**src/logic/supervisor_pkg.sv**
```systemverilog
// Shared constants and types for the supply-voltage supervisor control logic.
// Assumes a single 200 MHz system clock and an active-low asynchronous reset.
package supervisor_pkg;

  // ==========================================================================
  // Register addresses and field positions
  // ==========================================================================
  localparam logic [19:0] CTRL_ADDR     = 20'hfffa9;
  localparam logic [19:0] LEVEL_ADDR    = 20'hfffaa;
  localparam int          WEN_BIT       = 7;
  localparam int          MASK_BIT      = 1;
  localparam int          FLAG_BIT      = 0;
  localparam int          LVL_MODE_BIT  = 7;
  localparam int          LVL_SEL_BIT   = 0;
  localparam logic [7:0]  LEVEL_WR_MASK = 8'h81;

  // ==========================================================================
  // Values after reset and after a combined-mode interrupt
  // ==========================================================================
  localparam logic [7:0]  CTRL_RST      = 8'h00;
  localparam logic [7:0]  LEVEL_RST_CMB = 8'h00;
  localparam logic [7:0]  LEVEL_RST_RST = 8'h81;
  localparam logic [7:0]  LEVEL_RST_IRQ = 8'h01;
  localparam logic [7:0]  LEVEL_IRQ_SET = 8'h81;
  localparam logic [7:0]  OPT_RST       = 8'h00;

  // ==========================================================================
  // Mode encodings of the option byte
  // ==========================================================================
  localparam logic [1:0]  MODE_OFF      = 2'h0;
  localparam logic [1:0]  MODE_IRQ      = 2'h1;
  localparam logic [1:0]  MODE_CMB      = 2'h2;
  localparam logic [1:0]  MODE_RST      = 2'h3;

  // ==========================================================================
  // Timing
  // ==========================================================================
  localparam int          CLK_PERIOD_PS  = 5000;
  localparam int          SETTLE_TIME_NS = 1000;
  localparam int          SETTLE_CYC     = (SETTLE_TIME_NS * 1000 + CLK_PERIOD_PS - 1) / CLK_PERIOD_PS;
  localparam int          SETTLE_W       = 8;
  localparam logic [SETTLE_W-1:0] SETTLE_LOAD = SETTLE_W'(SETTLE_CYC);
  localparam logic [SETTLE_W-1:0] SETTLE_IDLE = 8'h00;

  // ==========================================================================
  // Types
  // ==========================================================================
  typedef struct packed {
    logic [2:0] vpoc;
    logic       fixed_one;
    logic [1:0] level;
    logic [1:0] mode;
  } opt_type;

  typedef enum logic [1:0] {
    ST_BOOT,
    ST_OFF,
    ST_HOLD,
    ST_RUN
  } sup_state_type;

endpackage : supervisor_pkg

```
**src/logic/supply_voltage_supervisor_ctrl.sv**
```systemverilog
// Control logic of the low-supply-voltage supervisor: reset, interrupt, registers.
// Assumes analogue comparators outside, option byte valid at reset release.
//
// Operation
// - Combined mode 1,0: high threshold releases reset and raises the interrupt.
// - Combined mode: supply below low threshold asserts the internal reset.
// - Combined mode: fall below high raises interrupt; at or above high releases.
// - Reset-only mode 1,1: reset while below threshold, released at or above.
// - Interrupt-only mode 0,1: one threshold releases hold, then raises interrupts.
// - Interrupt-only mode: internal reset held until supply first reaches threshold.
// - Interrupt-only mode: after release, interrupt on every crossing either way.
// - Control bit 0 reads 1 while supply below threshold, else 0; always 0 with detection off.
// - Supervisor reset sets bit 0 of the reset-source flags.
// - Other resets clear control to 00; supervisor reset keeps write-enable.
// - Write-enable 0 blocks level writes, unmasked; 1 permits writes and, in combined mode, masks.
// - Mask status and detection flag bits are read-only.
// - Combined mode: mask set while write-enable or threshold settling.
// - Supervisor reset keeps level register; others load 00, 81 or 01 by mode.
// - Combined mode: level bits switch by hardware on release from supervisor reset or on interrupt.
// - After combined-mode interrupt, level select and mode bits both set.
// - Level bit 7 is mode (1 reset), bit 0 selects low threshold.
`timescale 1ns/10ps
`default_nettype none

module supply_voltage_supervisor_ctrl (
  input  wire logic        CLK,
  input  wire logic        NRST,
  input  wire logic        CMP_BELOW_HI,
  input  wire logic        CMP_BELOW_LO,
  input  wire logic [7:0]  OPT_BYTE,
  input  wire logic [19:0] REG_ADDR,
  input  wire logic        REG_WR,
  input  wire logic [7:0]  REG_WDATA,
  input  wire logic        RFLAG_CLR,
  output logic      [7:0]  REG_RDATA,
  output logic             SUP_RESET,
  output logic             LOW_SUPPLY_IRQ,
  output logic             SUPERVISOR_RESET_FLAG,
  output logic      [4:0]  THRESH_CODE,
  output logic             THRESH_SEL_LOW
);

  // ==========================================================================
  // Comparator synchronisation
  // ==========================================================================
  logic [1:0] below_s;   // [0] high or single threshold, [1] low threshold

  level_sync3 #(
    .WIDTH(2)
  ) u_sync (
    .clk       (CLK),
    .nrst      (NRST),
    .async_in  ({CMP_BELOW_LO, CMP_BELOW_HI}),
    .stable_out(below_s)
  );

  // ==========================================================================
  // State
  // ==========================================================================
  supervisor_pkg::sup_state_type state_r, state_nxt;
  supervisor_pkg::opt_type       opt_r, opt_nxt;
  logic [7:0]                    level_r, level_nxt;
  logic                          wen_r, wen_nxt;
  logic [supervisor_pkg::SETTLE_W-1:0] settle_r, settle_nxt;
  logic                          prev_below_r, prev_below_nxt;
  logic                          rst_r, rst_nxt;
  logic                          irq_r, irq_nxt;
  logic                          rflag_r, rflag_nxt;
  logic [7:0]                    rdata_r, rdata_nxt;

  logic combined;
  logic mask;
  logic sel_below;
  logic flag;

  // Live decode of mode, mask and selected comparator
  always_comb begin
    combined  = (opt_r.mode == supervisor_pkg::MODE_CMB);
    mask      = combined && (wen_r || (settle_r != supervisor_pkg::SETTLE_IDLE));
    sel_below = (combined && level_r[supervisor_pkg::LVL_SEL_BIT]) ? below_s[1] : below_s[0];
    flag      = ((state_r == supervisor_pkg::ST_RUN) || (state_r == supervisor_pkg::ST_HOLD)) && sel_below;
  end

  // ==========================================================================
  // Sequencer and register writes
  // ==========================================================================
  // Next-state logic; in combined mode hardware events never meet a level write because
  // a permitted write implies the mask is on
  always_comb begin
    state_nxt      = state_r;
    opt_nxt        = opt_r;
    level_nxt      = level_r;
    wen_nxt        = wen_r;
    settle_nxt     = (settle_r != supervisor_pkg::SETTLE_IDLE) ? settle_r - 1'b1 : settle_r;
    prev_below_nxt = prev_below_r;
    rst_nxt        = rst_r;
    irq_nxt        = 1'b0;
    rflag_nxt      = rflag_r;
    if (RFLAG_CLR) begin
      rflag_nxt = 1'b0;
    end
    case (state_r)
      supervisor_pkg::ST_BOOT: begin
        opt_nxt = supervisor_pkg::opt_type'(OPT_BYTE);
        case (OPT_BYTE[1:0])
          supervisor_pkg::MODE_RST: level_nxt = supervisor_pkg::LEVEL_RST_RST;
          supervisor_pkg::MODE_IRQ: level_nxt = supervisor_pkg::LEVEL_RST_IRQ;
          default:                  level_nxt = supervisor_pkg::LEVEL_RST_CMB;
        endcase
        if (OPT_BYTE[1:0] == supervisor_pkg::MODE_OFF) begin
          state_nxt = supervisor_pkg::ST_OFF;
        end else begin
          state_nxt = supervisor_pkg::ST_HOLD;
          rst_nxt   = 1'b1;
        end
      end
      supervisor_pkg::ST_HOLD: begin
        // Every mode releases on the high or single threshold
        if (!below_s[0]) begin
          state_nxt      = supervisor_pkg::ST_RUN;
          rst_nxt        = 1'b0;
          prev_below_nxt = 1'b0;
          if (combined) begin
            level_nxt = supervisor_pkg::LEVEL_RST_CMB;
          end
        end
      end
      supervisor_pkg::ST_RUN: begin
        prev_below_nxt = sel_below;
        case (opt_r.mode)
          supervisor_pkg::MODE_RST: begin
            if (below_s[0]) begin
              state_nxt = supervisor_pkg::ST_HOLD;
              rst_nxt   = 1'b1;
              rflag_nxt = 1'b1;
            end
          end
          supervisor_pkg::MODE_IRQ: begin
            if (sel_below != prev_below_r) begin
              irq_nxt = 1'b1;
            end
          end
          supervisor_pkg::MODE_CMB: begin
            if (!mask && level_r[supervisor_pkg::LVL_MODE_BIT] && sel_below) begin
              state_nxt = supervisor_pkg::ST_HOLD;
              rst_nxt   = 1'b1;
              rflag_nxt = 1'b1;
            end else if (!mask && !level_r[supervisor_pkg::LVL_MODE_BIT] && sel_below && !prev_below_r) begin
              irq_nxt    = 1'b1;
              level_nxt  = supervisor_pkg::LEVEL_IRQ_SET;
              settle_nxt = supervisor_pkg::SETTLE_LOAD;
            end
          end
          default: begin
            state_nxt = supervisor_pkg::ST_OFF;
          end
        endcase
        // Writes taken only while the supervisor is not holding reset
        if (REG_WR && (state_nxt == supervisor_pkg::ST_RUN)) begin
          if (REG_ADDR == supervisor_pkg::CTRL_ADDR) begin
            wen_nxt = REG_WDATA[supervisor_pkg::WEN_BIT];
          end else if ((REG_ADDR == supervisor_pkg::LEVEL_ADDR) && wen_r) begin
            level_nxt = REG_WDATA & supervisor_pkg::LEVEL_WR_MASK;
            if (REG_WDATA[supervisor_pkg::LVL_SEL_BIT] != level_r[supervisor_pkg::LVL_SEL_BIT]) begin
              settle_nxt = supervisor_pkg::SETTLE_LOAD;
            end
          end
        end
      end
      default: begin
        // Detection off: no reset, no interrupt, flag reads zero
        if (REG_WR && (REG_ADDR == supervisor_pkg::CTRL_ADDR)) begin
          wen_nxt = REG_WDATA[supervisor_pkg::WEN_BIT];
        end
      end
    endcase
    if (rflag_nxt == 1'b0 && rflag_r == 1'b0 && rst_nxt && !rst_r) begin
      rflag_nxt = 1'b1;  // Set wins over a same-cycle clear
    end
    if (state_r == supervisor_pkg::ST_BOOT) begin
      rflag_nxt = rflag_r && !RFLAG_CLR;
    end
  end

  // ==========================================================================
  // Read path
  // ==========================================================================
  // Registered read; unmapped addresses read zero
  always_comb begin
    rdata_nxt = 8'h00;
    if (REG_ADDR == supervisor_pkg::CTRL_ADDR) begin
      rdata_nxt[supervisor_pkg::WEN_BIT]  = wen_r;
      rdata_nxt[supervisor_pkg::MASK_BIT] = mask;
      rdata_nxt[supervisor_pkg::FLAG_BIT] = flag;
    end else if (REG_ADDR == supervisor_pkg::LEVEL_ADDR) begin
      rdata_nxt = level_r;
    end
  end

  // Registers; async reset is every non-supervisor reset source
  always_ff @(posedge CLK or negedge NRST) begin
    if (!NRST) begin
      state_r      <= supervisor_pkg::ST_BOOT;
      opt_r        <= supervisor_pkg::opt_type'(supervisor_pkg::OPT_RST);
      level_r      <= supervisor_pkg::LEVEL_RST_CMB;
      wen_r        <= supervisor_pkg::CTRL_RST[supervisor_pkg::WEN_BIT];
      settle_r     <= supervisor_pkg::SETTLE_IDLE;
      prev_below_r <= 1'b0;
      rst_r        <= 1'b0;
      irq_r        <= 1'b0;
      rflag_r      <= 1'b0;
      rdata_r      <= 8'h00;
    end else begin
      state_r      <= state_nxt;
      opt_r        <= opt_nxt;
      level_r      <= level_nxt;
      wen_r        <= wen_nxt;
      settle_r     <= settle_nxt;
      prev_below_r <= prev_below_nxt;
      rst_r        <= rst_nxt;
      irq_r        <= irq_nxt;
      rflag_r      <= rflag_nxt;
      rdata_r      <= rdata_nxt;
    end
  end

  // Outputs straight from flip-flops
  always_comb begin
    REG_RDATA             = rdata_r;
    SUP_RESET             = rst_r;
    LOW_SUPPLY_IRQ        = irq_r;
    SUPERVISOR_RESET_FLAG = rflag_r;
    THRESH_CODE           = {opt_r.vpoc, opt_r.level};
    THRESH_SEL_LOW        = level_r[supervisor_pkg::LVL_SEL_BIT];
  end
endmodule : supply_voltage_supervisor_ctrl

`default_nettype wire

```
**src/logic/level_sync3.sv**
```systemverilog
// Three-stage synchroniser for asynchronous comparator levels.
// Assumes inputs settle for several clocks; output moves when stages 2 and 3 agree.
`timescale 1ns/10ps
`default_nettype none

module level_sync3 #(
  parameter int WIDTH = 2
) (
  input  wire logic             clk,
  input  wire logic             nrst,
  input  wire logic [WIDTH-1:0] async_in,
  output logic      [WIDTH-1:0] stable_out
);

  // ==========================================================================
  // Synchroniser chain
  // ==========================================================================
  logic [WIDTH-1:0] meta_r;
  logic [WIDTH-1:0] s2_r;
  logic [WIDTH-1:0] s3_r;

  // Stage 1 feeds only stage 2, so metastability never reaches a decision
  // Reset to the below side: a hold cannot end before the real level arrives
  always_ff @(posedge clk or negedge nrst) begin
    if (!nrst) begin
      meta_r     <= '1;
      s2_r       <= '1;
      s3_r       <= '1;
      stable_out <= '1;
    end else begin
      meta_r <= async_in;
      s2_r   <= meta_r;
      s3_r   <= s2_r;
      for (int i = 0; i < WIDTH; i++) begin
        if (s2_r[i] == s3_r[i]) begin
          stable_out[i] <= s3_r[i];
        end
      end
    end
  end

endmodule : level_sync3

`default_nettype wire

```
**config.mk**
```make
export PLATFORM = sky130hd
export DESIGN_NAME = supply_voltage_supervisor_ctrl
export DESIGN_NICKNAME = d
export VERILOG_FILES = /design/src/logic/supervisor_pkg.sv /design/src/logic/supply_voltage_supervisor_ctrl.sv /design/src/logic/level_sync3.sv
export SDC_FILE = /design/constraint.sdc
export NUM_CORES = 1
export LEC_CHECK = 0
export BUFFER_PORTS_ARGS = -buffer_cell sky130_fd_sc_hd__buf_4
export CAP_MARGIN = 10
export CORE_AREA = 2 2 80 82
export CTS_CLUSTER_DIAMETER = 40
export DETAILED_ROUTE_END_ITERATION = 7
export DIE_AREA = 0 0 82 84
export PLACE_DENSITY_LB_ADDON = 0.08
export SYNTH_ARGS = -nofsm -noshare
export SYNTH_HDL_FRONTEND = slang
export SYNTH_SLANG_ARGS = --single-unit
```
**constraint.sdc**
```tcl
create_clock -name CLK -period 2.5 [get_ports CLK]
set_input_delay 0.125 -clock CLK [delete_from_list [all_inputs] [get_ports CLK]]
set_output_delay 0.125 -clock CLK [all_outputs]
set_load 0.01 [all_outputs]
```
After elaboration in Yosys (flattened, before gate mapping)
Cells that the tools add are included.
Operators by class
  mux-type cells: 55
  $add $sub $neg: 1
  bitwise operators: 3
  reduce and logical (&&, ||, !) cells: 33
  equal/unequal tests: 18
Operator list (number)
  8-bit 2-to-1 mux: 18
  20-bit equality test, second input constant: 2
  8-bit one-hot mux with 3 select lines: 1
  1-bit 2-to-1 mux: 20
  8-bit one-hot mux with 2 select lines: 1
  1-bit logical AND: 15
  2-bit equality test, second input constant: 6
  2-bit 2-to-1 mux: 6
  2-bit one-hot mux with 3 select lines: 2
  1-bit one-hot mux with 2 select lines: 5
  8-bit nonzero test: 1
  8-bit by 1-bit subtractor with 8-bit output, second input constant: 1
  1-bit zero test: 5
  5-bit 2-to-1 mux: 1
  2-bit by 1-bit equality test with 1-bit output, second input constant: 2
  2-bit zero test: 2
  2-bit by 1-bit inequality test with 1-bit output, second input constant: 2
  2-bit inequality test, second input constant: 2
  2-bit AND reduction: 2
  4-bit AND reduction: 1
  2-bit nonzero test: 2
  1-bit inverter: 3
  1-bit one-hot mux with 3 select lines: 1
  3-bit AND reduction: 1
  other kinds (5): 8
Word-level totals
  register bits: 46
  bits of input ports: 42

Depth between registers and ports, before layout
Gate-level depths: netlist (run 1).
  word-level depth: 15
  mapped depth: 8
  mapped depth without buffers: 7

By module
A second synthesis (run 1) with hierarchy kept.
Second synthesis, totals
  cell total of the unflattened synthesis: 210
  area total of the unflattened synthesis: 2284.7 µm²
Modules (own cells, without submodules)
  supply_voltage_supervisor_ctrl: seq. area each 950.9 µm², instances 1, area an instance 2052.0 µm², cells an instance 200
  level_sync3: seq. area each 210.2 µm², instances 1, area an instance 232.7 µm², cells an instance 10

Worst setup path before layout (run 1)
OpenSTA, ideal clock, no wires.
  path kind: register -> register
  start: register settle_r[0] (netlist bit)
  end: register wen_r
  library setup time: 0.128 ns
  arrival: 2.219 ns
  slack: 0.154 ns
  stages on the path, launching flop included: 8
  period minus slack after synthesis: 2.346 ns
  path buffers: 0
  cells stage by stage: dfrtp_1 inv_1 ha_1 or3b_2 nor4_4 o22ai_1 a2111oi_2 mux2_1
On the way
  word-level cells in the longest chain between the ends: 13
RTL lines
  start, declared: RTL line supply_voltage_supervisor_ctrl.sv:64  | logic [supervisor_pkg::SETTLE_W-1:0] settle_r, settle_nxt;
  start signal, assigned: RTL line supply_voltage_supervisor_ctrl.sv:207  | settle_r <= supervisor_pkg::SETTLE_IDLE;
  start signal, assigned: RTL line supply_voltage_supervisor_ctrl.sv:218  | settle_r <= settle_nxt;
  8-bit nonzero test: RTL line supply_voltage_supervisor_ctrl.sv:79  | mask = combined && (wen_r || (settle_r != supervisor_pkg::SETTLE_IDLE));
  1-bit logical OR: RTL line supply_voltage_supervisor_ctrl.sv:79
  1-bit logical AND: RTL line supply_voltage_supervisor_ctrl.sv:79
  1-bit zero test: RTL line supply_voltage_supervisor_ctrl.sv:144  | if (!mask && level_r[supervisor_pkg::LVL_MODE_BIT] && sel_below) begin
  1-bit logical AND (2 in series): RTL line supply_voltage_supervisor_ctrl.sv:144
  2-bit 2-to-1 mux: RTL line supply_voltage_supervisor_ctrl.sv:144
  2-bit one-hot mux with 3 select lines: RTL line supply_voltage_supervisor_ctrl.sv:130  | case (opt_r.mode)
  2-bit 2-to-1 mux: RTL line supply_voltage_supervisor_ctrl.sv:102  | case (state_r)
  2-bit equality test: RTL line supply_voltage_supervisor_ctrl.sv:159  | if (REG_WR && (state_nxt == supervisor_pkg::ST_RUN)) begin
  1-bit logical AND: RTL line supply_voltage_supervisor_ctrl.sv:159
  2-bit by 1-bit inequality test with 1-bit output (no source line)
  4-bit AND reduction (no source line)
  end signal, assigned: RTL line supply_voltage_supervisor_ctrl.sv:206  | wen_r <= supervisor_pkg::CTRL_RST[supervisor_pkg::WEN_BIT];
  end signal, assigned: RTL line supply_voltage_supervisor_ctrl.sv:217  | wen_r <= wen_nxt;
  end, declared: RTL line supply_voltage_supervisor_ctrl.sv:63  | logic wen_r, wen_nxt;
No other way between the ends. The select of a mux whose other input is x is not followed.
A chain may end at the register's enable or synchronous reset.

Worst setup path after layout (run 1)
  start: register opt_r[0] (netlist bit)
  end: register wen_r
On the way
  word-level cells in the longest chain between the ends: 12
  elaborated cells between the ends (all ways): 16
RTL lines
  start, declared: RTL line supply_voltage_supervisor_ctrl.sv:61  | supervisor_pkg::opt_type opt_r, opt_nxt;
  start signal, assigned: RTL line supply_voltage_supervisor_ctrl.sv:204  | opt_r <= supervisor_pkg::opt_type'(supervisor_pkg::OPT_RST);
  start signal, assigned: RTL line supply_voltage_supervisor_ctrl.sv:215  | opt_r <= opt_nxt;
  2-bit equality test: RTL line supply_voltage_supervisor_ctrl.sv:78, supply_voltage_supervisor_ctrl.sv:130
  1-bit logical AND: RTL line supply_voltage_supervisor_ctrl.sv:79
  1-bit zero test: RTL line supply_voltage_supervisor_ctrl.sv:144
  1-bit logical AND (2 in series): RTL line supply_voltage_supervisor_ctrl.sv:144
  2-bit 2-to-1 mux: RTL line supply_voltage_supervisor_ctrl.sv:144
  2-bit one-hot mux with 3 select lines *: RTL line supply_voltage_supervisor_ctrl.sv:130
  2-bit 2-to-1 mux *: RTL line supply_voltage_supervisor_ctrl.sv:102
  2-bit equality test *: RTL line supply_voltage_supervisor_ctrl.sv:159
  1-bit logical AND *: RTL line supply_voltage_supervisor_ctrl.sv:159
  2-bit by 1-bit inequality test with 1-bit output (no source line) *
  4-bit AND reduction (no source line) *
Every way passes the cells marked *; elsewhere a longest branch is shown, timed or not. The select of a mux whose other input is x is not followed.

==> flow_summary_export.csv, run 1 <==
group,metric,value,unit
worst_setup_path,worst-endpoint-required,2.69,ns
drt,num_vias,1877,
sta,worstMarginPinSlew,0.5765,ns
sta,slew_headroom,61.21,%
sta,finalCritPeriodShare,95.83,%
synthesis,synth_edf_count,0,
worst_setup_path,max_stage_delay,0.54,ns
drt,viasPerCell,5.157,
status,status,"complete, no violations",
synthesis,synth_fa_ha_area_share,4.064,%
synthesis,synth_ff_type,"dfrtp_1",
sta,hold_viol_final,0,
drt,route.met3.wl,344,microns
worst_setup_path,critPathCaptureType,"register",
sta,rsz0062_at_grt,"no",
floorplanning,die_area,6888,sq um
power_and_ir_drop,vdd.ir_drop.worst,0.4751,mV
floorplanning,die_x,82,microns
placed_design,numPlacedInstances,352,
clock_tree,clock_sinks,46,
placed_design,hpwl,3.831,mm
placed_design,dp_slack,0.05441,ns
synthesis,yosys.area_share.simple,23.85,%
synthesis,synth_cells,227,
clock_tree,cts_made_buffers,5,
synthesis,synth_nets,275,
synthesis,synth-compound-area-share,11.76,%
worst_setup_path,path_class,"register to register",
drt,drtPass1Iterations,4,
clock_tree,cts.clk_slew.worst_paths,0.09,ns
finish,num-fill-cells,611,
synthesis,synth_top_family_by_area,"simple AND/OR/NAND/NOR gates",
placed_design,portBuffers,51,
finish,fin_nets,334,
grt,grt_use_total,16.01,%
drt,wl_per_cell,14.26,microns
clock_tree,cts.htree.levels,2,
floorplanning,num_io_pins,59,
clock_tree,clk_latency,0.30,ns
sta,finalMaxSlewViolations,0,
worst_hold_path,hold_path.class,"input port to register",
sta,setup-violations-final,0,
clock_tree,cts_tree,"built",
placed_design,place_congestion,0.8574,
finish,area_growth,26.90,%
grt,first_global_vias,1755,
worst_setup_path,slowest_stage,"or4bb_4",
finish,multi_input_area,1097,sq um
worst_setup_path,cp.arrival,2.59,ns
finish,register_area,1161,sq um
grt,antenna_found_initial,0,
worst_setup_path,cp_cell_sequence,"inv_2 > ha_1 > or4bb_4 > nor4_4 > o22ai_2 > a2111oi_2 > mux2_1",
synthesis,ys_ff_latch,46,
sta,finalClockSkew,0.007826,ns
floorplanning,die_h,84,microns
floorplanning,core,6096,sq um
sta,max_freq,417.4,MHz
drt,drt-initial-drc-count,113,
synthesis,synthMuxAreaShare,4.225,%
worst_setup_path,critPathMaxFanout,3,
synthesis,synthArstFlopShare,100.0,%
synthesis,yosysWarnings,0,
finish,drive_gt1_share,31.71,%
drt,drtAntennaViolNets,0,
drt,wl_met1,2.495,mm
synthesis,synth_largest_area_cell,"dfrtp_1",
grt,grt_pass1_wl,8.438,mm
sta,hold_slack,0.05045,ns
synthesis,netlist.area_leader.share,40.64,%
synthesis,ys_seq_area_share,49.63,%
clock_tree,clockRootBuffer,"clkbuf_8",
synthesis,syn_avg_cell_area,10.31,sq um
grt,grt_max_degree,47,
synthesis,ys_types,53,
power_and_ir_drop,power_density,654.9,nW/um^2
drt,drc,0,
grt,grt-ovfl-total,0,
power_and_ir_drop,p_leak,1.324,nW
drt,dr_wl_met2,2.307,mm
drt,routed.top_layer,"met4",
synthesis,synth-xor-area-share,2.246,%
floorplanning,row_count,29,
sta,tns,0,ns
finish,utilization,48.71,%
floorplanning,start_util,38.38,%
sta,final.setup.worst_slack,0.1043,ns
drt,wirelength,5.192,mm
worst_setup_path,critPathLaunchType,"register",
finish,stdcell_count,364,
synthesis,syn_area,2340,sq um
sta,layout_min_cycle_time,2.396,ns
clock_tree,clock_path_buffers,2,
synthesis,synthTopCellsByArea,"dfrtp_1 41%, dfstp_2 9.0%, ha_1 3.2%",
run,drv_cap,0,
finish,diodes,0,
[per-stage QoR]
stage | cell area [sq um] | power (W)
2_1_floorplan | 2340 | 0.001296
3_3_place_gp | 2818 | 0.001463
3_5_place_dp | 2818 | 0.001469
4_1_cts | 2952 | 0.001956
5_1_grt | 2969 | 0.002057
6_report | 2969 | 0.001945
[cells in the final DEF (no fill, tap or decap), drive strengths merged, types with 4 or more instances in the layout]
cell type	n
dfrtp	38
and2	9
o21ai	8
nand3	4
nand2b	5
xnor2	4
buf	59
nand2	20
a211oi	4
dlygate4sd3	4
nor4	6
nor2	17
a21oi	8
nor2b	10
mux2	7
inv	11
dfstp	8
clkbuf	5
nor3	7
ha	6
[Yosys cell counts (2+ instances only)]
cell type,count
nor4_1,5
ha_1,6
buf_4,5
xnor2_1,4
and2_1,9
a31oi_1,2
and3_1,2
clkbuf_1,5
nor3b_1,3
a21oi_1,8
nor3_1,7
inv_1,10
a211oi_1,4
mux2i_1,2
or3_1,2
dfrtp_1,38
nand2_1,20
nand3_1,4
maj3_1,2
nand4_1,3
o22ai_1,2
o21ai_0,8
mux2_2,6
dfstp_2,8
xor2_1,2
nand2b_1,5
nor2_1,17
o31ai_1,2
o31a_1,2
nor2b_1,10
nand4b_1,2
[sequential cells by signal (all words and copies together), names as in the netlist]
signal,count
REG_RDATA,8
THRESH_CODE,5
u_sync.meta_r,2
state_r,2
u_sync.s2_r,2
wen_r,1
SUPERVISOR_RESET_FLAG,1
SUP_RESET,1
settle_r,8
level_r,8
u_sync.s3_r,2
opt_r,2
prev_below_r,1
u_sync.stable_out,2
LOW_SUPPLY_IRQ,1
[worst max-delay path, delay by kind of cell, from the launching register on]
kind	cells	cell delay, ns
fa+ha+maj	1	0.24
buf+inv	1	0.06
mux	1	0.35
compound gates	2	0.53
simple gates	2	0.72
flops	1	0.40
[power breakdown]
group	switching (W)	total, W	leakage [nW]	internal [W]
Combinational	0.000267	0.000557	0.710	0.000290
Sequential	0.0000822	0.000916	0.569	0.000834
Clock	0.000269	0.000471	0.0447	0.000202
[cell families (layout without fill, tap and decap cells)]
logic type / count (synthesis) / count (layout)
AOI/OAI and AO/OA: 39 / 39
xor gates and xnor gates: 6 / 6
adders and majority gates: 8 / 8
buffers and inverters: 21 / 81
DFF: 46 / 46
muxes: 9 / 9
and+or+nand+nor: 98 / 98
[final timing paths]
check	startpoint	endpoint	slack, ns	depth (start not counted)
min in group asynchronous	NRST	level_r[5]$_DFFE_PN0P_	0.36	2
min	OPT_BYTE[7]	THRESH_CODE[4]$_DFFE_PN0P_	0.05	2
max in group asynchronous	NRST	u_sync.stable_out[0]$_DFFE_PN1N_	1.76	2
min reg2reg	u_sync.meta_r[1]$_DFF_PN1_	u_sync.s2_r[1]$_DFF_PN1_	0.36	0
max	opt_r[0]$_DFFE_PN0P_	wen_r$_DFFE_PN0P_	0.10	7
max reg2reg	opt_r[0]$_DFFE_PN0P_	wen_r$_DFFE_PN0P_	0.10	7
[layer usage]
metal  track usage, %  up-vias
li1                 -      922
met1            22.88      895
met2            24.39       56
met3            3.680        4
met4            4.091        0
met5                0        -
[cell type report]
| cell class | instances | share of cell area (%) |
|---|---|---|
| clock buffers | 5 | 2.318 |
| clock inverters | 3 | 0.8428 |
| inverters | 10 | 1.264 |
| multi-input cells | 160 | 36.96 |
| flip-flops and latches | 46 | 39.11 |
| well taps | 77 | 3.245 |
| repair buffers | 63 | 16.27 |
[repair_timing]
| action | in CTS | in global routing |
|---|---|---|
| setup endpoints to repair | 0 | 10 |
| hold buffers | 4 | 0 |
| endpoints found under the hold margin | 41 | 0 |
| buffers inserted | 0 | 0 |
| resized for setup | 0 | 6 |
(Power assumes the default switching activity.)
==> inputs of run 2 (changes only) <==
Settings changed: CTS_CLUSTER_DIAMETER 40 to 100, PLACE_DENSITY_LB_ADDON 0.08 to not set.
==> run 2 against run 1 <==
Against the previous run:
- cell area up 1.8%
- via count rose by 3.6%
- global-route usage about the same
- hold slack better by 0.0013 ns
- critical endpoint unchanged
- clock power fell by 2%
- final cell count grew 1.4%
- largest power group unchanged
- die area unchanged
- total power increased by 5.7%
- combinational power increased by 22%
- sequential cell count is the same
- register-to-register slack got worse by 0.04 ns
==> flow_summary_export.csv, run 2 (same netlist as run 1, synthesis figures left out) <==
group,metric,value,unit
worst_setup_path,cp_top_family,"simple AND/OR/NAND/NOR gates",
finish,fin_nets,339,
sta,finalClockSkew,0.004341,ns
drt,drtAntennaViolNets,0,
floorplanning,die_area,6888,sq um
sta,finalCritPeriodShare,97.27,%
power_and_ir_drop,power,0.002056,W
worst_setup_path,slowest_stage,"or4bb_4",
finish,utilization,49.59,%
floorplanning,start_util,38.38,%
floorplanning,num_io_pins,59,
worst_setup_path,ff2ff_path_depth,7,
grt,grt-ovfl-total,0,
finish,register_area,1161,sq um
grt,first_global_vias,1880,
sta,hold_viol_final,0,
placed_design,hpwl,3.817,mm
worst_setup_path,critPathMaxFanout,3,
status,status,"complete, no violations",
grt,grt_pass1_wl,8.583,mm
sta,finalMaxSlewViolations,0,
worst_setup_path,cp.arrival,2.62,ns
floorplanning,die_x,82,microns
run,drv_cap,0,
clock_tree,clk_latency,0.30,ns
clock_tree,clockRootBuffer,"clkbuf_8",
clock_tree,cts.htree.levels,2,
power_and_ir_drop,p_sw_share,31.75,%
floorplanning,die_h,84,microns
clock_tree,cts_tree,"built",
power_and_ir_drop,combinationalPowerShare,33.1,%
finish,multi_input_area,1117,sq um
drt,viasPerCell,5.268,
drt,num_vias,1944,
placed_design,portBuffers,51,
worst_setup_path,path_class,"register to register",
grt,antenna_found_initial,0,
drt,wl_per_cell,14.28,microns
finish,num-fill-cells,583,
floorplanning,row_count,29,
clock_tree,clock_sinks,46,
finish,diodes,0,
drt,wirelength,5.271,mm
placed_design,place_congestion,0.8709,
power_and_ir_drop,power_density,680.1,nW/um^2
worst_setup_path,critPathLaunchType,"register",
power_and_ir_drop,p_leak,1.353,nW
finish,layout_common_cells,"64 x buf_4, 38 x dfrtp_1, 20 x nand2_1",
sta,setup-violations-final,0,
clock_tree,cts.clk_slew.worst_paths,0.09,ns
sta,tns,0,ns
sta,layout_min_cycle_time,2.432,ns
drt,drt-initial-drc-count,82,
power_and_ir_drop,netSwitchingPower,0.0006529,W
worst_setup_path,critPathCaptureType,"register",
worst_setup_path,worst-endpoint-required,2.69,ns
worst_hold_path,hold_path.class,"input port to register",
finish,area_growth,29.20,%
floorplanning,core,6096,sq um
power_and_ir_drop,vdd.ir_drop.worst,0.3955,mV
grt,grt_use_total,15.99,%
worst_setup_path,crit_buf_inv,1,
sta,worstMarginPinSlew,0.6953,ns
grt,grt_max_degree,47,
finish,drive_gt1_share,32.88,%
power_and_ir_drop,seq_power_share,44.4,%
sta,slew_headroom,53.47,%
worst_hold_path,hold_depth,2,
sta,rsz0062_at_grt,"yes",
clock_tree,clock_path_buffers,2,
worst_setup_path,max_stage_delay,0.52,ns
finish,final_common_cell,"buf_4",
clock_tree,cts_made_buffers,5,
worst_setup_path,cp_cell_sequence,"inv_1 > ha_4 > or4bb_4 > nor4_4 > o22ai_2 > a2111oi_2 > mux2_1",
power_and_ir_drop,p_int,0.001403,W
drt,drc,0,
sta,max_freq,411.2,MHz
worst_setup_path,cp.depth,7,
drt,drtPass1Iterations,4,
power_and_ir_drop,p_clk_share,22.5,%
## run 2: area by class of cell
class	count	share of cell area, %
Clock buffer	5	2.276
Clock inverter	3	0.7036
Inverter	10	1.242
Multi-Input combinational cell	160	36.96
Sequential cell	46	38.41
Tap cell	77	3.187
Timing Repair Buffer	68	17.22
## run 2: power groups by stage
stage | sequential (W) | clock, W | combinational (W)
2_1_floorplan | 0.000889 | 0 | 0.000406
3_3_place_gp | 0.000924 | 0 | 0.000538
3_5_place_dp | 0.000927 | 0 | 0.000544
4_1_cts | 0.000915 | 0.000479 | 0.000551
5_1_grt | 0.000927 | 0.000517 | 0.000741
6_report | 0.000913 | 0.000463 | 0.000680
## run 2: timing repair
action                                 CTS  global route
setup buffers                            0             7
endpoints found under the hold margin   40             1
gates resized for setup                  0             8
hold buffers                             3             1
setup endpoints to repair                0            10
## run 2: metal layers
layer,up-vias,track usage [%],share of wire (%)
met3,11,3.030,5.9
met2,67,24.83,48
li1,940,-,-
met4,0,5.455,1.7
met5,-,0,0
met1,926,22.19,45
## run 2: path summary, 6_finish.rpt
| check | start | to | slack, ns |
|---|---|---|---|
| worst max register to register | opt_r[1]$_DFFE_PN0P_ | wen_r$_DFFE_PN0P_ | 0.07 |
| max in group asynchronous | NRST | level_r[2]$_DFFE_PN0P_ | 1.75 |
| worst max-delay path | opt_r[1]$_DFFE_PN0P_ | wen_r$_DFFE_PN0P_ | 0.07 |
| min in group asynchronous | NRST | THRESH_CODE[2]$_DFFE_PN0P_ | 0.36 |
| worst min register to register | u_sync.meta_r[1]$_DFF_PN1_ | u_sync.s2_r[1]$_DFF_PN1_ | 0.36 |
| worst min-delay path | OPT_BYTE[6] | THRESH_CODE[3]$_DFFE_PN0P_ | 0.05 |
## run 2: worst reg2reg max path: stages (launching register included)
cell	delay [ns]
dfrtp_1	0.36
inv_1	0.10
ha_4	0.17
or4bb_4	0.52
nor4_4	0.30
o22ai_2	0.14
a2111oi_2	0.38
mux2_1	0.35
## run 2: metrics by stage
step	hold slack (ns)	instance area, sq um	worst slack [ns]	instances
3_5_place_dp	0.1714	2803	0.03969	350
4_1_cts	0.002575	2923	0.01757	361
2_1_floorplan	-0.1706	2340	0.1538	227
5_1_grt	0.04133	3023	-0.05006	369
3_3_place_gp	0.1685	2803	0.07487	350
6_report	0.05170	3023	0.06821	369
==> inputs of run 3 (changes only) <==
Settings changed: MAX_ROUTING_LAYER set to met4.
==> run 3 against run 2 <==
Against the previous run:
- sequential share of layout area unchanged
- global-route usage rose by 0.53 points
- combinational power is essentially flat
- total power rose by 0.22%
- count of clock-buffer cells in the layout stayed put
- critical path type unchanged
==> flow_summary_export.csv, run 3 (same netlist as run 1, synthesis figures left out) <==
group,metric,value,unit
status,status,"complete, no violations",
worst_setup_path,worstReg2RegEnd,"wen_r$_DFFE_PN0P_",
sta,layout_min_cycle_time,2.430,ns
grt,antenna_found_initial,0,
sta,setup-violations-final,0,
drt,num_vias,1952,
drt,drtAntennaViolNets,0,
clock_tree,cts.clk_slew.worst_paths,0.09,ns
sta,finalCritPeriodShare,97.20,%
drt,drt-initial-drc-count,85,
worst_setup_path,critPathCaptureType,"register",
power_and_ir_drop,seq_power_share,44.3,%
power_and_ir_drop,p_int,0.001403,W
worst_setup_path,r2r-start,"opt_r[1]$_DFFE_PN0P_",
drt,wirelength,5.282,mm
worst_setup_path,slowest_stage,"or4bb_4",
worst_setup_path,ff2ff_path_depth,7,
sta,max_freq,411.5,MHz
finish,diodes,0,
worst_hold_path,hold_end,"THRESH_CODE[1]$_DFFE_PN0P_",
clock_tree,cts.htree.levels,2,
worst_setup_path,cp_cell_sequence,"inv_1 > ha_4 > or4bb_4 > nor4_4 > o22ai_2 > a2111oi_2 > mux2_1",
finish,num-fill-cells,583,
finish,utilization,49.59,%
finish,layout_common_cells,"64 x buf_4, 38 x dfrtp_1, 20 x nand2_1",
clock_tree,cts_tree,"built",
power_and_ir_drop,vdd.ir_drop.worst,0.3947,mV
worst_setup_path,critPathMaxFanout,3,
placed_design,portBuffers,51,
run,drv_cap,0,
drt,drc,0,
sta,slew_headroom,53.73,%
floorplanning,die_area,6888,sq um
worst_hold_path,hold_path.class,"input port to register",
clock_tree,clockRootBuffer,"clkbuf_8",
clock_tree,cts_made_buffers,5,
drt,viasPerCell,5.290,
grt,first_global_vias,1884,
power_and_ir_drop,power_density,681.6,nW/um^2
worst_setup_path,cp.arrival,2.63,ns
worst_setup_path,worst-endpoint-required,2.70,ns
worst_hold_path,hold_depth,2,
grt,grt_pass1_wl,8.611,mm
sta,rsz0062_at_grt,"yes",
power_and_ir_drop,p_clk_share,22.6,%
placed_design,hpwl,3.817,mm
clock_tree,clock_sinks,46,
finish,fin_nets,339,
clock_tree,clk_latency,0.30,ns
grt,use_met2,24.83,%
drt,wl_per_cell,14.31,microns
finish,area_growth,29.20,%
sta,worstMarginPinSlew,0.6916,ns
worst_setup_path,max_stage_delay,0.52,ns
finish,drive_gt1_share,32.88,%
placed_design,dp_slack,0.03969,ns
power_and_ir_drop,combinationalPowerShare,33.1,%
floorplanning,die_x,82,microns
grt,globalRouteMet1Util,22.26,%
sta,finalClockSkew,0.004841,ns
sta,finalMaxSlewViolations,0,
worst_setup_path,path_class,"register to register",
worst_setup_path,ff2ff_setup_slack,0.07,ns
floorplanning,die_h,84,microns
grt,grt_max_degree,47,
sta,hold_slack,0.04808,ns
grt,grt_use_total,16.52,%
drt,drtPass1Iterations,4,
power_and_ir_drop,p_sw_share,31.89,%
floorplanning,core,6096,sq um
grt,met3_usage,3.355,%
worst_setup_path,critPathLaunchType,"register",
grt,grt-ovfl-total,0,
worst_setup_path,crit_buf_inv,1,
floorplanning,row_count,29,
floorplanning,num_io_pins,59,
sta,hold_viol_final,0,
worst_setup_path,cp_top_family,"simple AND/OR/NAND/NOR gates",
floorplanning,start_util,38.38,%
clock_tree,clock_path_buffers,2,
grt,grt.busiest_layer,"met2",
sta,final.setup.worst_slack,0.06993,ns
power_and_ir_drop,netSwitchingPower,0.0006572,W
finish,final_common_cell,"buf_4",
power_and_ir_drop,p_leak,1.353,nW
worst_hold_path,hold_start,"OPT_BYTE[3]",
placed_design,place_congestion,0.8852,
==> run 3: cell counts in the layout (fill, tap and decap cells not counted) <==
No cell type changed its count.
==> run 3: how the worst max path moves through the flow <==
stage          depth (start not counted)                   from                 to
3_5_place_dp                           7  settle_r[0]$_DFF_PN0_  wen_r$_DFFE_PN0P_
5_1_grt                                7   opt_r[1]$_DFFE_PN0P_  wen_r$_DFFE_PN0P_
4_1_cts                                7  settle_r[0]$_DFF_PN0_  wen_r$_DFFE_PN0P_
3_3_place_gp                           7  settle_r[0]$_DFF_PN0_  wen_r$_DFFE_PN0P_
2_1_floorplan                          7  settle_r[0]$_DFF_PN0_  wen_r$_DFFE_PN0P_
6_report                               7   opt_r[1]$_DFFE_PN0P_  wen_r$_DFFE_PN0P_
==> run 3: power by group through the flow <==
stage          clock (W)  sequential, W  combinational [W]
5_1_grt         0.000521       0.000927           0.000741
3_5_place_dp           0       0.000927           0.000544
2_1_floorplan          0       0.000889           0.000406
6_report        0.000466       0.000914           0.000681
4_1_cts         0.000479       0.000915           0.000551
3_3_place_gp           0       0.000924           0.000538
==> run 3: through the flow <==
step           setup TNS [ns]  instances  total power, W  instance area, sq um
4_1_cts                     0        361        0.001945                  2923
2_1_floorplan               0        227        0.001296                  2340
5_1_grt              -0.05229        369        0.002188                  3023
6_report                    0        369        0.002060                  3023
3_3_place_gp                0        350        0.001462                  2803
3_5_place_dp                0        350        0.001471                  2803
==> run 3: what timing repair did <==
action,in CTS,in global routing
hold buffers,3,1
endpoints found under the setup margin,0,10
gates resized for setup,0,8
setup buffers,0,7
hold endpoints to repair,40,1
==> run 3: final cells by class <==
cell class,instances,area [sq um],share of cell area [%]
Sequential cell,46,1161,38.41
Tap cell,77,96.34,3.187
Inverter,10,37.54,1.242
Clock buffer,5,68.82,2.276
Timing Repair Buffer,68,520.5,17.22
Multi-Input combinational cell,160,1117,36.96
Clock inverter,3,21.27,0.7036
==> run 3: layer usage <==
metal / share of wire (%) / routed length [microns]
met5: 0 / 0
met4: 1.5 / 79
met3: 6.2 / 329
met1: 45 / 2376
met2: 47 / 2497
